[src/mcsr_pkg.sv]
/*
 * Constants for the transmit/receive security capability and control
 * register bank: offsets, field positions, reset values, mode codes.
 * Assumes a 16-bit byte address and 32-bit register words.
 */
package mcsr_pkg;

	// ==========================================================
	// Bus geometry
	localparam int ADDR_W = 16;
	localparam int DATA_W = 32;

	// ==========================================================
	// Register offsets (byte addresses)
	localparam logic [15:0] TX_CAP_OFS   = 16'hb000;
	localparam logic [15:0] TX_CTRL_OFS  = 16'hb004;
	localparam logic [15:0] TX_SA_OFS    = 16'hb010;
	localparam logic [15:0] TX_PN0_OFS   = 16'hb018;
	localparam logic [15:0] TX_PN1_OFS   = 16'hb01c;
	localparam logic [15:0] TX_KEY_OFS   = 16'hb020;
	localparam logic [15:0] IRQ_STAT_OFS = 16'hb040;
	localparam logic [15:0] IRQ_MASK_OFS = 16'hb044;
	localparam logic [15:0] RX_CAP_OFS   = 16'hb300;
	localparam logic [15:0] RX_KEY_OFS   = 16'hb320;

	// ==========================================================
	// Capability fields
	localparam int         CA_LSB     = 0;
	localparam int         SC_LSB     = 3;
	localparam int         SUM_LSB    = 16;
	localparam logic [2:0] TX_CA_NUM  = 3'h1;
	localparam logic [3:0] TX_SC_NUM  = 4'h1;
	localparam logic [2:0] RX_CA_NUM  = 3'h1;
	localparam int         KEY_WORDS  = 4;
	localparam int         TX_KEYS    = 2;

	// ==========================================================
	// Transmit control fields
	localparam int          MODE_LSB  = 0;
	localparam int          HOLD_BIT  = 2;
	localparam int          FORCE_BIT = 3;
	localparam int          SCI_BIT   = 5;
	localparam int          THR_LSB   = 8;
	localparam logic [31:0] CTRL_RST  = 32'h0000_07a0;
	localparam logic [7:0]  THR_LOW   = 8'hff;
	localparam logic [31:0] PN_GUARD  = 32'h0000_fff0;

	// ==========================================================
	// Security association select and interrupt bits
	localparam int IRQ_W         = 2;
	localparam int IRQ_EXH_BIT   = 0;
	localparam int IRQ_GUARD_BIT = 1;
	localparam int SA_SEL_BIT    = 0;
	localparam int SA_ACT_BIT    = 1;

	typedef enum logic [1:0] {
		MCSR_MODE_OFF  = 2'b00,
		MCSR_MODE_AUTH = 2'b01,
		MCSR_MODE_ENC  = 2'b10,
		MCSR_MODE_RSV  = 2'b11
	} mcsr_mode_t;

endpackage : mcsr_pkg

[src/mcsr_regs.sv]
/*
 * Capability and transmit-control register bank with key checksums,
 * packet-number tracking per security association and an interrupt.
 * Assumes a single-cycle register port and one frame request pulse per
 * transmitted frame from the transmit datapath.
 */

// Summary of operation
// - Both capability registers show one supported association group.
// - Transmit capability shows one secure channel, backed by two keys.
// - Receive capability shows the RX_SC channel count, with two keys per channel.
// - Transmit checksum is the XOR of every byte of both transmit keys.
// - Receive checksum is the bytewise XOR of all receive keys.
// - Mode field picks off, integrity only, or encrypt plus integrity.
// - With mode off, the untagged frame counter is never bumped.
// - The hold bit freezes the packet number for test use.
// - In either offload mode, the force bit protects every frame regardless of its descriptor.
// - The include bit, reset high, carries the channel id in each tag.
// - The threshold is control bits 31:8 above eight fixed one bits.
// - A packet number above the threshold raises the warning interrupt.
// - The active packet number grows by one per protected frame.
// - Sending the guard packet number forces the mode back to off.
module mcsr_regs #(
	parameter int RX_SC = 1
) (
	// Clock and reset
	input  wire logic                        i_clk,
	input  wire logic                        i_rst_n,
	// Register port
	input  wire logic [mcsr_pkg::ADDR_W-1:0] i_addr,
	input  wire logic [mcsr_pkg::DATA_W-1:0] i_wdata,
	input  wire logic                        i_wr,
	input  wire logic                        i_rd,
	output logic      [mcsr_pkg::DATA_W-1:0] o_rdata,
	// Transmit frame request
	input  wire logic                        i_tx_frame_valid,
	input  wire logic                        i_descriptor_protect_flag,
	// Transmit frame answer
	output logic                             o_tx_frame_done,
	output logic                             o_tx_frame_protect,
	output logic                             o_tx_frame_encrypt,
	output logic                             o_tx_frame_sci,
	output logic      [31:0]                 o_tx_frame_pn,
	output logic                             o_tx_untagged_inc,
	output logic      [1:0]                  o_tx_mode,
	// Interrupt
	output logic                             o_irq
);
	import mcsr_pkg::*;

	localparam int TXKW = TX_KEYS * KEY_WORDS;
	localparam int RXKW = 2 * RX_SC * KEY_WORDS;
	localparam logic [3:0]  RX_SC_NUM = 4'(RX_SC);
	localparam logic [15:0] TXK_SPAN  = 16'(TXKW * 4);
	localparam logic [15:0] RXK_SPAN  = 16'(RXKW * 4);

	typedef struct packed {
		logic [31:0]            ctrl;
		logic                   sel;
		logic                   act;
		logic [1:0][31:0]       pn;
		logic [TXKW-1:0][31:0]  tx_key;
		logic [RXKW-1:0][31:0]  rx_key;
		logic [IRQ_W-1:0]       stat;
		logic [IRQ_W-1:0]       mask;
		logic [31:0]            rdata;
		logic                   irq;
		logic                   done;
		logic                   prot;
		logic                   enc;
		logic                   sci;
		logic                   untag;
		logic [31:0]            fpn;
	} mcsr_state_t;

	mcsr_state_t q;
	mcsr_state_t d;

	// ==========================================================
	// Key checksums
	logic [TXKW:0][7:0] tx_part;
	logic [RXKW:0][7:0] rx_part;
	assign tx_part[0] = 8'h00;
	assign rx_part[0] = 8'h00;

	genvar gi;
	generate
		for (gi = 0; gi < TXKW; gi++) begin : g_txsum
			assign tx_part[gi+1] = tx_part[gi] ^ q.tx_key[gi][31:24]
				^ q.tx_key[gi][23:16] ^ q.tx_key[gi][15:8]
				^ q.tx_key[gi][7:0];
		end
		for (gi = 0; gi < RXKW; gi++) begin : g_rxsum
			assign rx_part[gi+1] = rx_part[gi] ^ q.rx_key[gi][31:24]
				^ q.rx_key[gi][23:16] ^ q.rx_key[gi][15:8]
				^ q.rx_key[gi][7:0];
		end
	endgenerate

	logic [7:0] tx_sum;
	logic [7:0] rx_sum;
	assign tx_sum = tx_part[TXKW];
	assign rx_sum = rx_part[RXKW];

	// ==========================================================
	// Address decode
	logic [15:0] tx_off;
	logic [15:0] rx_off;
	logic        tx_hit;
	logic        rx_hit;
	assign tx_off = i_addr - TX_KEY_OFS;
	assign rx_off = i_addr - RX_KEY_OFS;
	assign tx_hit = (tx_off < TXK_SPAN) && (i_addr[1:0] == 2'b00);
	assign rx_hit = (rx_off < RXK_SPAN) && (i_addr[1:0] == 2'b00);

	logic [31:0] act_pn;
	logic [31:0] thr;
	mcsr_mode_t  mode;
	assign act_pn = q.pn[q.act];
	assign thr  = {q.ctrl[31:THR_LSB], THR_LOW};
	assign mode = mcsr_mode_t'(q.ctrl[MODE_LSB+1:MODE_LSB]);

	// ==========================================================
	// Next state
	always_comb begin
		logic        offl;
		logic        prot;
		logic [1:0]  pn_wr;
		offl    = 1'b0;
		prot    = 1'b0;
		pn_wr   = 2'b00;
		d       = q;
		d.done  = 1'b0;
		d.prot  = 1'b0;
		d.enc   = 1'b0;
		d.untag = 1'b0;
		d.sci   = 1'b0;
		d.rdata = '0;

		// Software writes; capability words are not writable
		// read-only ignores writes
		if (i_wr) begin
			unique case (i_addr)
				TX_CTRL_OFS:  d.ctrl = i_wdata;
				TX_SA_OFS:    d.sel  = i_wdata[SA_SEL_BIT];
				TX_PN0_OFS: begin
					d.pn[0]  = i_wdata;
					pn_wr[0] = 1'b1;
				end
				TX_PN1_OFS: begin
					d.pn[1]  = i_wdata;
					pn_wr[1] = 1'b1;
				end
				IRQ_STAT_OFS: d.stat = q.stat & ~i_wdata[IRQ_W-1:0];
				IRQ_MASK_OFS: d.mask = i_wdata[IRQ_W-1:0];
				default: begin
					if (tx_hit) begin
						d.tx_key[tx_off[15:2]] = i_wdata;
					end
					if (rx_hit) begin
						d.rx_key[rx_off[15:2]] = i_wdata;
					end
				end
			endcase
		end

		// Frame handling; runs after writes so status sets win
		if (i_tx_frame_valid) begin
			offl   = (mode == MCSR_MODE_AUTH) || (mode == MCSR_MODE_ENC);
			prot   = offl && (i_descriptor_protect_flag
				|| q.ctrl[FORCE_BIT]);
			d.done = 1'b1;
			d.prot = prot;
			d.enc  = prot && (mode == MCSR_MODE_ENC);
			d.fpn  = act_pn;
			d.sci  = prot && q.ctrl[SCI_BIT];
			d.untag = offl && !prot;
			if (prot) begin
				if (!q.ctrl[HOLD_BIT] && !pn_wr[q.act]) begin
					d.pn[q.act] = act_pn + 32'h1;
				end
				if (act_pn > thr) begin
					d.stat[IRQ_EXH_BIT] = 1'b1;
				end
				if (act_pn == PN_GUARD) begin
					d.ctrl[MODE_LSB+1:MODE_LSB] = MCSR_MODE_OFF;
					d.stat[IRQ_GUARD_BIT] = 1'b1;
				end
			end
			// Key swap only on a frame boundary
			d.act = q.sel;
		end

		// Reads; unmapped and key words return zero
		if (i_rd) begin
			unique case (i_addr)
				TX_CAP_OFS: begin
					d.rdata[CA_LSB+:3]  = TX_CA_NUM;
					d.rdata[SC_LSB+:4]  = TX_SC_NUM;
					d.rdata[SUM_LSB+:8] = tx_sum;
				end
				RX_CAP_OFS: begin
					d.rdata[CA_LSB+:3]  = RX_CA_NUM;
					d.rdata[SC_LSB+:4]  = RX_SC_NUM;
					d.rdata[SUM_LSB+:8] = rx_sum;
				end
				TX_CTRL_OFS:  d.rdata = q.ctrl;
				TX_SA_OFS: begin
					d.rdata[SA_SEL_BIT] = q.sel;
					d.rdata[SA_ACT_BIT] = q.act;
				end
				TX_PN0_OFS:   d.rdata = q.pn[0];
				TX_PN1_OFS:   d.rdata = q.pn[1];
				IRQ_STAT_OFS: d.rdata[IRQ_W-1:0] = q.stat;
				IRQ_MASK_OFS: d.rdata[IRQ_W-1:0] = q.mask;
				default:      d.rdata = '0;
			endcase
		end

		// Level interrupt from unmasked sticky bits
		d.irq = |(d.stat & d.mask);
	end

	// ==========================================================
	// State register
	always_ff @(posedge i_clk or negedge i_rst_n) begin
		if (!i_rst_n) begin
			q      <= '0;
			q.ctrl <= CTRL_RST;
		end else begin
			q <= d;
		end
	end

	assign o_rdata            = q.rdata;
	assign o_tx_frame_done    = q.done;
	assign o_tx_frame_protect = q.prot;
	assign o_tx_frame_encrypt = q.enc;
	assign o_tx_frame_sci     = q.sci;
	assign o_tx_frame_pn      = q.fpn;
	assign o_tx_untagged_inc  = q.untag;
	assign o_tx_mode          = q.ctrl[MODE_LSB+1:MODE_LSB];
	assign o_irq              = q.irq;

	// ==========================================================
	// Checks
	AST_TX_CAP: assert property (@(posedge i_clk) disable iff (!i_rst_n)
		i_rd && i_addr == TX_CAP_OFS |=> o_rdata[6:0] == 7'h09
		&& o_rdata[23:16] == $past(tx_sum) && o_rdata[15:7] == 9'h0)
		else $error("transmit capability word wrong");

	AST_RX_CAP: assert property (@(posedge i_clk) disable iff (!i_rst_n)
		i_rd && i_addr == RX_CAP_OFS |=> o_rdata[2:0] == 3'h1
		&& o_rdata[23:16] == $past(rx_sum) && o_rdata[31:24] == 8'h0)
		else $error("receive capability word wrong");

	AST_UNTAG: assert property (@(posedge i_clk) disable iff (!i_rst_n)
		i_tx_frame_valid && o_tx_mode == 2'b00 |=> o_tx_frame_done
		&& !o_tx_untagged_inc && !o_tx_frame_protect)
		else $error("untagged count while offload off");

	AST_HOLD: assert property (@(posedge i_clk) disable iff (!i_rst_n)
		i_tx_frame_valid && q.ctrl[HOLD_BIT] && !i_wr
		|=> q.pn == $past(q.pn))
		else $error("packet number moved while held");

	AST_FORCE: assert property (@(posedge i_clk) disable iff (!i_rst_n)
		i_tx_frame_valid && q.ctrl[FORCE_BIT] && o_tx_mode == 2'b01
		|=> o_tx_frame_protect && !o_tx_untagged_inc)
		else $error("forced protection not applied");

	AST_EXH: assert property (@(posedge i_clk) disable iff (!i_rst_n)
		i_tx_frame_valid && (o_tx_mode == 2'b01 || o_tx_mode == 2'b10)
		&& (i_descriptor_protect_flag || q.ctrl[FORCE_BIT])
		&& act_pn > {q.ctrl[31:8], 8'hff} |=> q.stat[IRQ_EXH_BIT])
		else $error("exhaustion status not raised");

	AST_INC: assert property (@(posedge i_clk) disable iff (!i_rst_n)
		i_tx_frame_valid && !i_wr && !q.ctrl[HOLD_BIT]
		&& o_tx_mode == 2'b10 && i_descriptor_protect_flag
		|=> q.pn[$past(q.act)] == $past(act_pn) + 32'h1
		&& o_tx_frame_pn == $past(act_pn))
		else $error("packet number did not step by one");

	AST_GUARD: assert property (@(posedge i_clk) disable iff (!i_rst_n)
		i_tx_frame_valid && act_pn == PN_GUARD && o_tx_mode == 2'b01
		&& (i_descriptor_protect_flag || q.ctrl[FORCE_BIT])
		|=> o_tx_mode == 2'b00 && q.stat[IRQ_GUARD_BIT])
		else $error("offload not shut at guard number");

	AST_UNMAPPED: assert property (@(posedge i_clk) disable iff (!i_rst_n)
		i_rd && i_addr[15:8] == 8'hb1 |=> o_rdata == 32'h0)
		else $error("unmapped read not zero");

	AST_STAT: assert property (@(posedge i_clk) disable iff (!i_rst_n)
		!i_tx_frame_valid |=> !$rose(q.stat[IRQ_EXH_BIT])
		&& !$rose(q.stat[IRQ_GUARD_BIT]))
		else $error("status bit set without a frame");

	AST_IRQ: assert property (@(posedge i_clk) disable iff (!i_rst_n)
		|(q.stat & q.mask) && !(i_wr && (i_addr == IRQ_STAT_OFS
		|| i_addr == IRQ_MASK_OFS)) |=> o_irq)
		else $error("unmasked status without interrupt");

	AST_IRQ_LOW: assert property (@(posedge i_clk) disable iff (!i_rst_n)
		!(|(q.stat & q.mask)) && !i_tx_frame_valid
		&& !(i_wr && i_addr == IRQ_MASK_OFS) |=> !o_irq)
		else $error("interrupt without unmasked status");

	AST_MODE: assert property (@(posedge i_clk) disable iff (!i_rst_n)
		i_tx_frame_valid && i_descriptor_protect_flag
		|=> o_tx_frame_encrypt == ($past(o_tx_mode) == 2'b10)
		&& o_tx_frame_protect == ($past(o_tx_mode) != 2'b00
		&& $past(o_tx_mode) != 2'b11))
		else $error("offload mode decoded wrongly");

	AST_SCI: assert property (@(posedge i_clk) disable iff (!i_rst_n)
		i_tx_frame_valid && o_tx_mode == 2'b10 && i_descriptor_protect_flag
		|=> o_tx_frame_sci == $past(q.ctrl[SCI_BIT]))
		else $error("channel id inclusion wrong");

	AST_IDLE: assert property (@(posedge i_clk) disable iff (!i_rst_n)
		!i_tx_frame_valid |=> !o_tx_frame_done && !o_tx_frame_protect
		&& !o_tx_untagged_inc && !o_tx_frame_sci)
		else $error("frame answer without a frame");

	AST_RO: assert property (@(posedge i_clk) disable iff (!i_rst_n)
		i_wr && (i_addr == TX_CAP_OFS || i_addr == RX_CAP_OFS)
		&& !i_tx_frame_valid |=> $stable(q.tx_key) && $stable(q.rx_key)
		&& $stable(q.ctrl) && $stable(q.mask))
		else $error("write to capability word changed state");

endmodule // mcsr_regs

[config.mk]
export PLATFORM = sky130hd
export DESIGN_NAME = mcsr_regs
export DESIGN_NICKNAME = d
export VERILOG_FILES = /design/src/mcsr_pkg.sv /design/src/mcsr_regs.sv
export SDC_FILE = /design/constraint.sdc
export NUM_CORES = 1
export LEC_CHECK = 0
export CORE_MARGIN = 1
export CORE_UTILIZATION = 25
export CTS_CLUSTER_SIZE = 16
export DETAILED_ROUTE_END_ITERATION = 7
export DONT_BUFFER_PORTS = 1
export PLACE_DENSITY = 0.42
export REMOVE_ABC_BUFFERS = 1
export SLEW_MARGIN = 15
export SYNTH_ARGS = -nofsm -noshare
export SYNTH_HDL_FRONTEND = slang
export SYNTH_SLANG_ARGS = --single-unit
[constraint.sdc]
create_clock -name i_clk -period 3.8 [get_ports i_clk]
set_input_delay 0.38 -clock i_clk [delete_from_list [all_inputs] [get_ports i_clk]]
set_output_delay 0.38 -clock i_clk [all_outputs]
set_load 0.005 [all_outputs]
# == Word level (Yosys, flattened, before mapping) ==
# Cells that the tools add are included.
# word_totals
ff_bits,684
latchBits,0
ramBits,0
romBits,0
input_bits,54
output_inout_bits,72
elab_cells,188
n_memories,0
# op_classes
n_addsub,3
mul,0
div_mod_pow,0
order_cmp,9
n_eq_ne,11
shifts,0
mux,44
bitwise_logic,66
reduce_logical,23
# op_table
operator,n
2-to-1 mux 580 bit,1
bitwise mux 256 bit,2
2-to-1 mux 256 bit,2
2-to-1 mux 512 bit,1
bitwise XOR 8 bit,62
2-to-1 mux 32 bit,8
demux 32 bit (select 3 bit),2
2-to-1 mux 64 bit,3
== test 16 bit (second input constant),8
bitwise mux 64 bit,1
one-hot mux 8 bit (5 select lines),1
2-to-1 mux 37 bit,1
adder 32 x 1 -> 32 bit (second input constant),1
demux 32 bit (select 1 bit),1
== test 32 x 16 -> 1 bit (second input constant),1
greater-than comparator 32 bit,1
< comparator 16 x 6 -> 1 bit (second input constant),2
subtractor 16 bit (second input constant),2
greater-or-equal comparator 14 x 1 -> 1 bit (second input constant),2
< comparator 14 x 4 -> 1 bit (second input constant),2
one-hot mux 9 bit (3 select lines),1
one-hot mux 8 bit (3 select lines),1
one-hot mux 5 bit (4 select lines),1
2-to-1 mux 2 bit,9
other kinds (18),40

# == Depth between registers and ports, before layout ==
# depth
word_depth,33
depth_mapped,15

# == Worst setup path after synthesis ==
# Ideal clock, no wire load.
# synth_path
path_kind,reg-to-reg
from,register q[650] (netlist bit)
to,"register q, in the netlist o_irq"
setup_ps,122
t_arrival_ps,2818
required_time_ps,3678
path_slack_ps,860
path_stages_with_launch,16
synth_period_minus_slack_ps,2940
cell_sequence,dfrtp_1 > buf_6 > buf_6 > buf_6 > buf_2 > buf_2 > a21oi_1 > inv_1 > ha_1 > a21o_1 > a21oi_1 > o21ai_0 > a31oi_1 > o21ai_0 > or3b_1 > a32o_1
# synth_rtl
item,line,rtl
from (decl),mcsr_regs.sv:76,mcsr_state_t q;

==> metrics.md <==
| Metric | Value |
|---|---|
| H-tree Lvls | `3` |
| Place WS | `505 ps` |
| Final core utilization | `28.9%` |
| Number of global-route vias before repair | `between 20000 and 25000` |
| Chip Height | `369 um` |
| Main area contributors after synthesis | `dfrtp_1 51%, mux2_2 17%, xnor2_1 12%, buf_4 2.1%, nand2_1 1.6%` |
| Final WL | `98000 um` |
| Rows | `~130` |
| IO Pins | `around 130` |
| Slew Viols, Final | `543` |
| CTS buffer count | `82` |
| CTS Hold Bufs | `39` |
| Final hold violations | `243` |
| Most common cell on crit path | `a31oi_1` |
| Hold slack | `-523 ps` |
| Critical path depth | `11` |
| Final Instance Count excl. Fillers | `4523` |
| Seq cells post-synth | `between 600 and 700` |
| Slew headroom | `-145%` |
| Max Cap Violations | `0` |
| CP bufs+invs | `2` |
| Fin worst setup slack | `469 ps` |
| M1 wire length | `about 45000 um` |
| Largest net degree at the start of global routing | `685` |
| Hpwl dp | `about 60000 um` |
| Max stage delay on crit path | `650 ps` |
| WL met2 | `45100 um` |
| Reg2reg start | `q[650]` |
| Reg2reg end | `o_irq` |
| Root Driver | `clkbuf_16` |
| Status | `complete, but fails checks` |
| RSZ-0062 raised after global routing | `false` |
| DR pass1 iterations | `5` |
| Antenna Nets Post-Route | `0` |
| Resize count post-CTS | `0` |
| Post-synth top area share | `50.6%` |
| Reg2Reg Setup Slack | `470 ps` |
| Final Cycle Share | `87.7%` |
| Initial antenna violation count | `13` |
| CP startpoint kind | `register` |
| Failing checks | `negative hold slack, max-slew violations` |
| Setup Skew | `27.5 ps` |
| Fmax | `roughly 300 MHz` |
| Top sig layer | `met5` |
| CP Capture Type | `register` |
| Total track usage | `14.6%` |
| Final Critical Period | `3330 ps` |
| Placed insts | `4332` |
| DIE WIDTH | `369 um` |
| Tightest Hold Check Type | `primary input to asynchronous set/reset pin` |
| TritonCTS clock tree | `done` |
| Asr flop ratio synth | `100%` |
| Post-CTS Setup Bufs | `0` |
| Crit-path cells | `buf_4, mux2i_1, inv_1, ha_1, and4_1, a31oi_1, o31ai_1, a31oi_1, o21ai_0, or3b_1, a32o_1` |
| Avg Inst Size Synth | `12.3 um2` |
| CP top delay family | `compound AO/OA/AOI/OAI gates` |
| CP Data Required Time | `4340 ps` |
| Clock Latency Late Sink | `between 600 and 700 ps` |
| Synthesis warning total | `0` |
| Unique masters post-synth | `73` |
| Final setup viols | `0` |
| Synthesis-to-layout area growth | `14.6%` |
| Post-Synthesis Cells | `roughly 2700` |
| Crit path arrival time | `3870 ps` |
| R2R cell count | `11` |
| Core area | `133000 um2` |
| Port bufs | `0` |
| Sequential area share after synthesis | `51.0%` |
| Synth Flop Type | `dfrtp_1` |
| Number of DRC markers in iteration 0 | `1059` |
| Detailed-route via count | `20212` |
| Cell Area, Synth | `33600 um2` |
| First-pass GRT wire length | `between 100000 and 150000 um` |
| DIE AREA | `136000 um2` |
| Worst IR Drop VDD | `0.316 mV` |
| Leak | `about 17 nW` |
| Final nets | `2769` |
| Yosys top cell by area | `dfrtp_1` |
| DR WL/cell | `21.7 um` |
| CTS Buffer Depth | `3` |
| Slew @ Worst Pin | `3680 ps` |
| Grt ovf | `0` |
| Crit Path Category | `register to register` |
| PwrDens | `approximately 400 nW/um2` |
| Starting Density | `25.2%` |
| CP max FO | `14` |
| Clock slew at reported path FFs | `60 ps` |
| Critical path's slowest cell | `dfrtp_2` |
| Post-synth EDFFs | `0` |
| Met3 Wirelength | `5240 um` |
| Gpl congestion | `about 0.90` |
| Final Power | `~0.016 W` |
| Clock Sinks | `684` |
| Vias per cell | `roughly 4.5` |
| Layout cell share with drive strength beyond 1 | `28.6%` |
| Detailed-route DRC error count | `0` |
[where the power goes]
group / internal [W] / switching, W
combinational: 0.000106 / 0.000246
sequential: 0.00732 / 0.0000617
clock: 0.00489 / 0.00313
[cells in the mapped netlist (all sizes together), types with 28 or more instances]
master  count
buf       172
ha         28
a31oi      30
a21oi      85
clkbuf     63
dfrtp     679
inv        53
mux2      554
xor2       57
nand3      46
mux2i      29
nand2     145
a22oi      32
xnor2     476
o21ai      39
nor2      110
[cells by family (layout without fill, tap and decap cells)]
group / Yosys count / after routing / synth area share, %
XOR/XNOR: 533 / 533 / 13.9
other: 0 / 7 / 0
AO/OA/AOI/OAI: 230 / 230 / 4.32
adder cells (fa/ha/maj): 28 / 28 / 1.04
AND/OR/NAND/NOR: 384 / 384 / 5.78
multiplexers: 583 / 583 / 19.5
buffers and inverters: 288 / 306 / 4.54
flip-flops: 684 / 684 / 51.0
[layout make-up]
class | instances | area, um2
diodes | 7 | 17.5
clock buffers | 119 | 2460
clock inverters | 26 | 294
fillers | 13606 | 94900
inverters | 53 | 199
multi-input cells | 1758 | 15000
flip-flops and latches | 684 | 17100
well taps | 1768 | 2210
repair buffers | 108 | 1170
[worst max-delay path by stage]
stage / from / endpoint / slack [ps]
floorplan: i_addr[11] / q[682] / -360
global placement: q[650] / o_irq / 470
detailed placement: q[650] / o_irq / 510
CTS: q[650] / o_irq / 480
global route: q[650] / o_irq / 250
finish: q[650] / o_irq / 470
[layout by cell type (no fill, tap or decap), drive strengths merged, types with 11 or more instances in the layout]
cell type and count:
mux2 554, nor4 13, nand4 12, clkbuf 119
a22oi 32, nor2 110, nand2 145, o211ai 11
clkinv 16, nor3 16, a21oi 85, a31oi 30
ha 28, xnor2 476, dlygate4sd3 35, buf 73
dfrtp 679, xor2 57, mux2i 29, inv 56
o21ai 39, nand3 46
[per-layer routing]
metal	vias to the layer above	track usage [%]
met2	462	23.1
met3	128	3.01
met4	6	4.68
met1	10509	19.8
li1	9107	-
met5	-	0
[stage by stage]
stage / setup TNS, ps / instance area, um2
after floorplan: -9620 / 32300
after global placement: 0 / 35300
after detailed placement: 0 / 35300
after CTS: 0 / 38500
after global routing: 0 / 38500
final: 0 / 38500
[worst reg2reg max path, cell delays in order, from the launching register on]
cell	delay (ps)
dfrtp_2	650
buf_4	250
mux2i_1	260
inv_1	150
ha_1	300
and4_1	220
a31oi_1	280
o31ai_1	140
a31oi_1	170
o21ai_0	140
or3b_1	410
a32o_1	260
(Power assumes the default switching activity.)
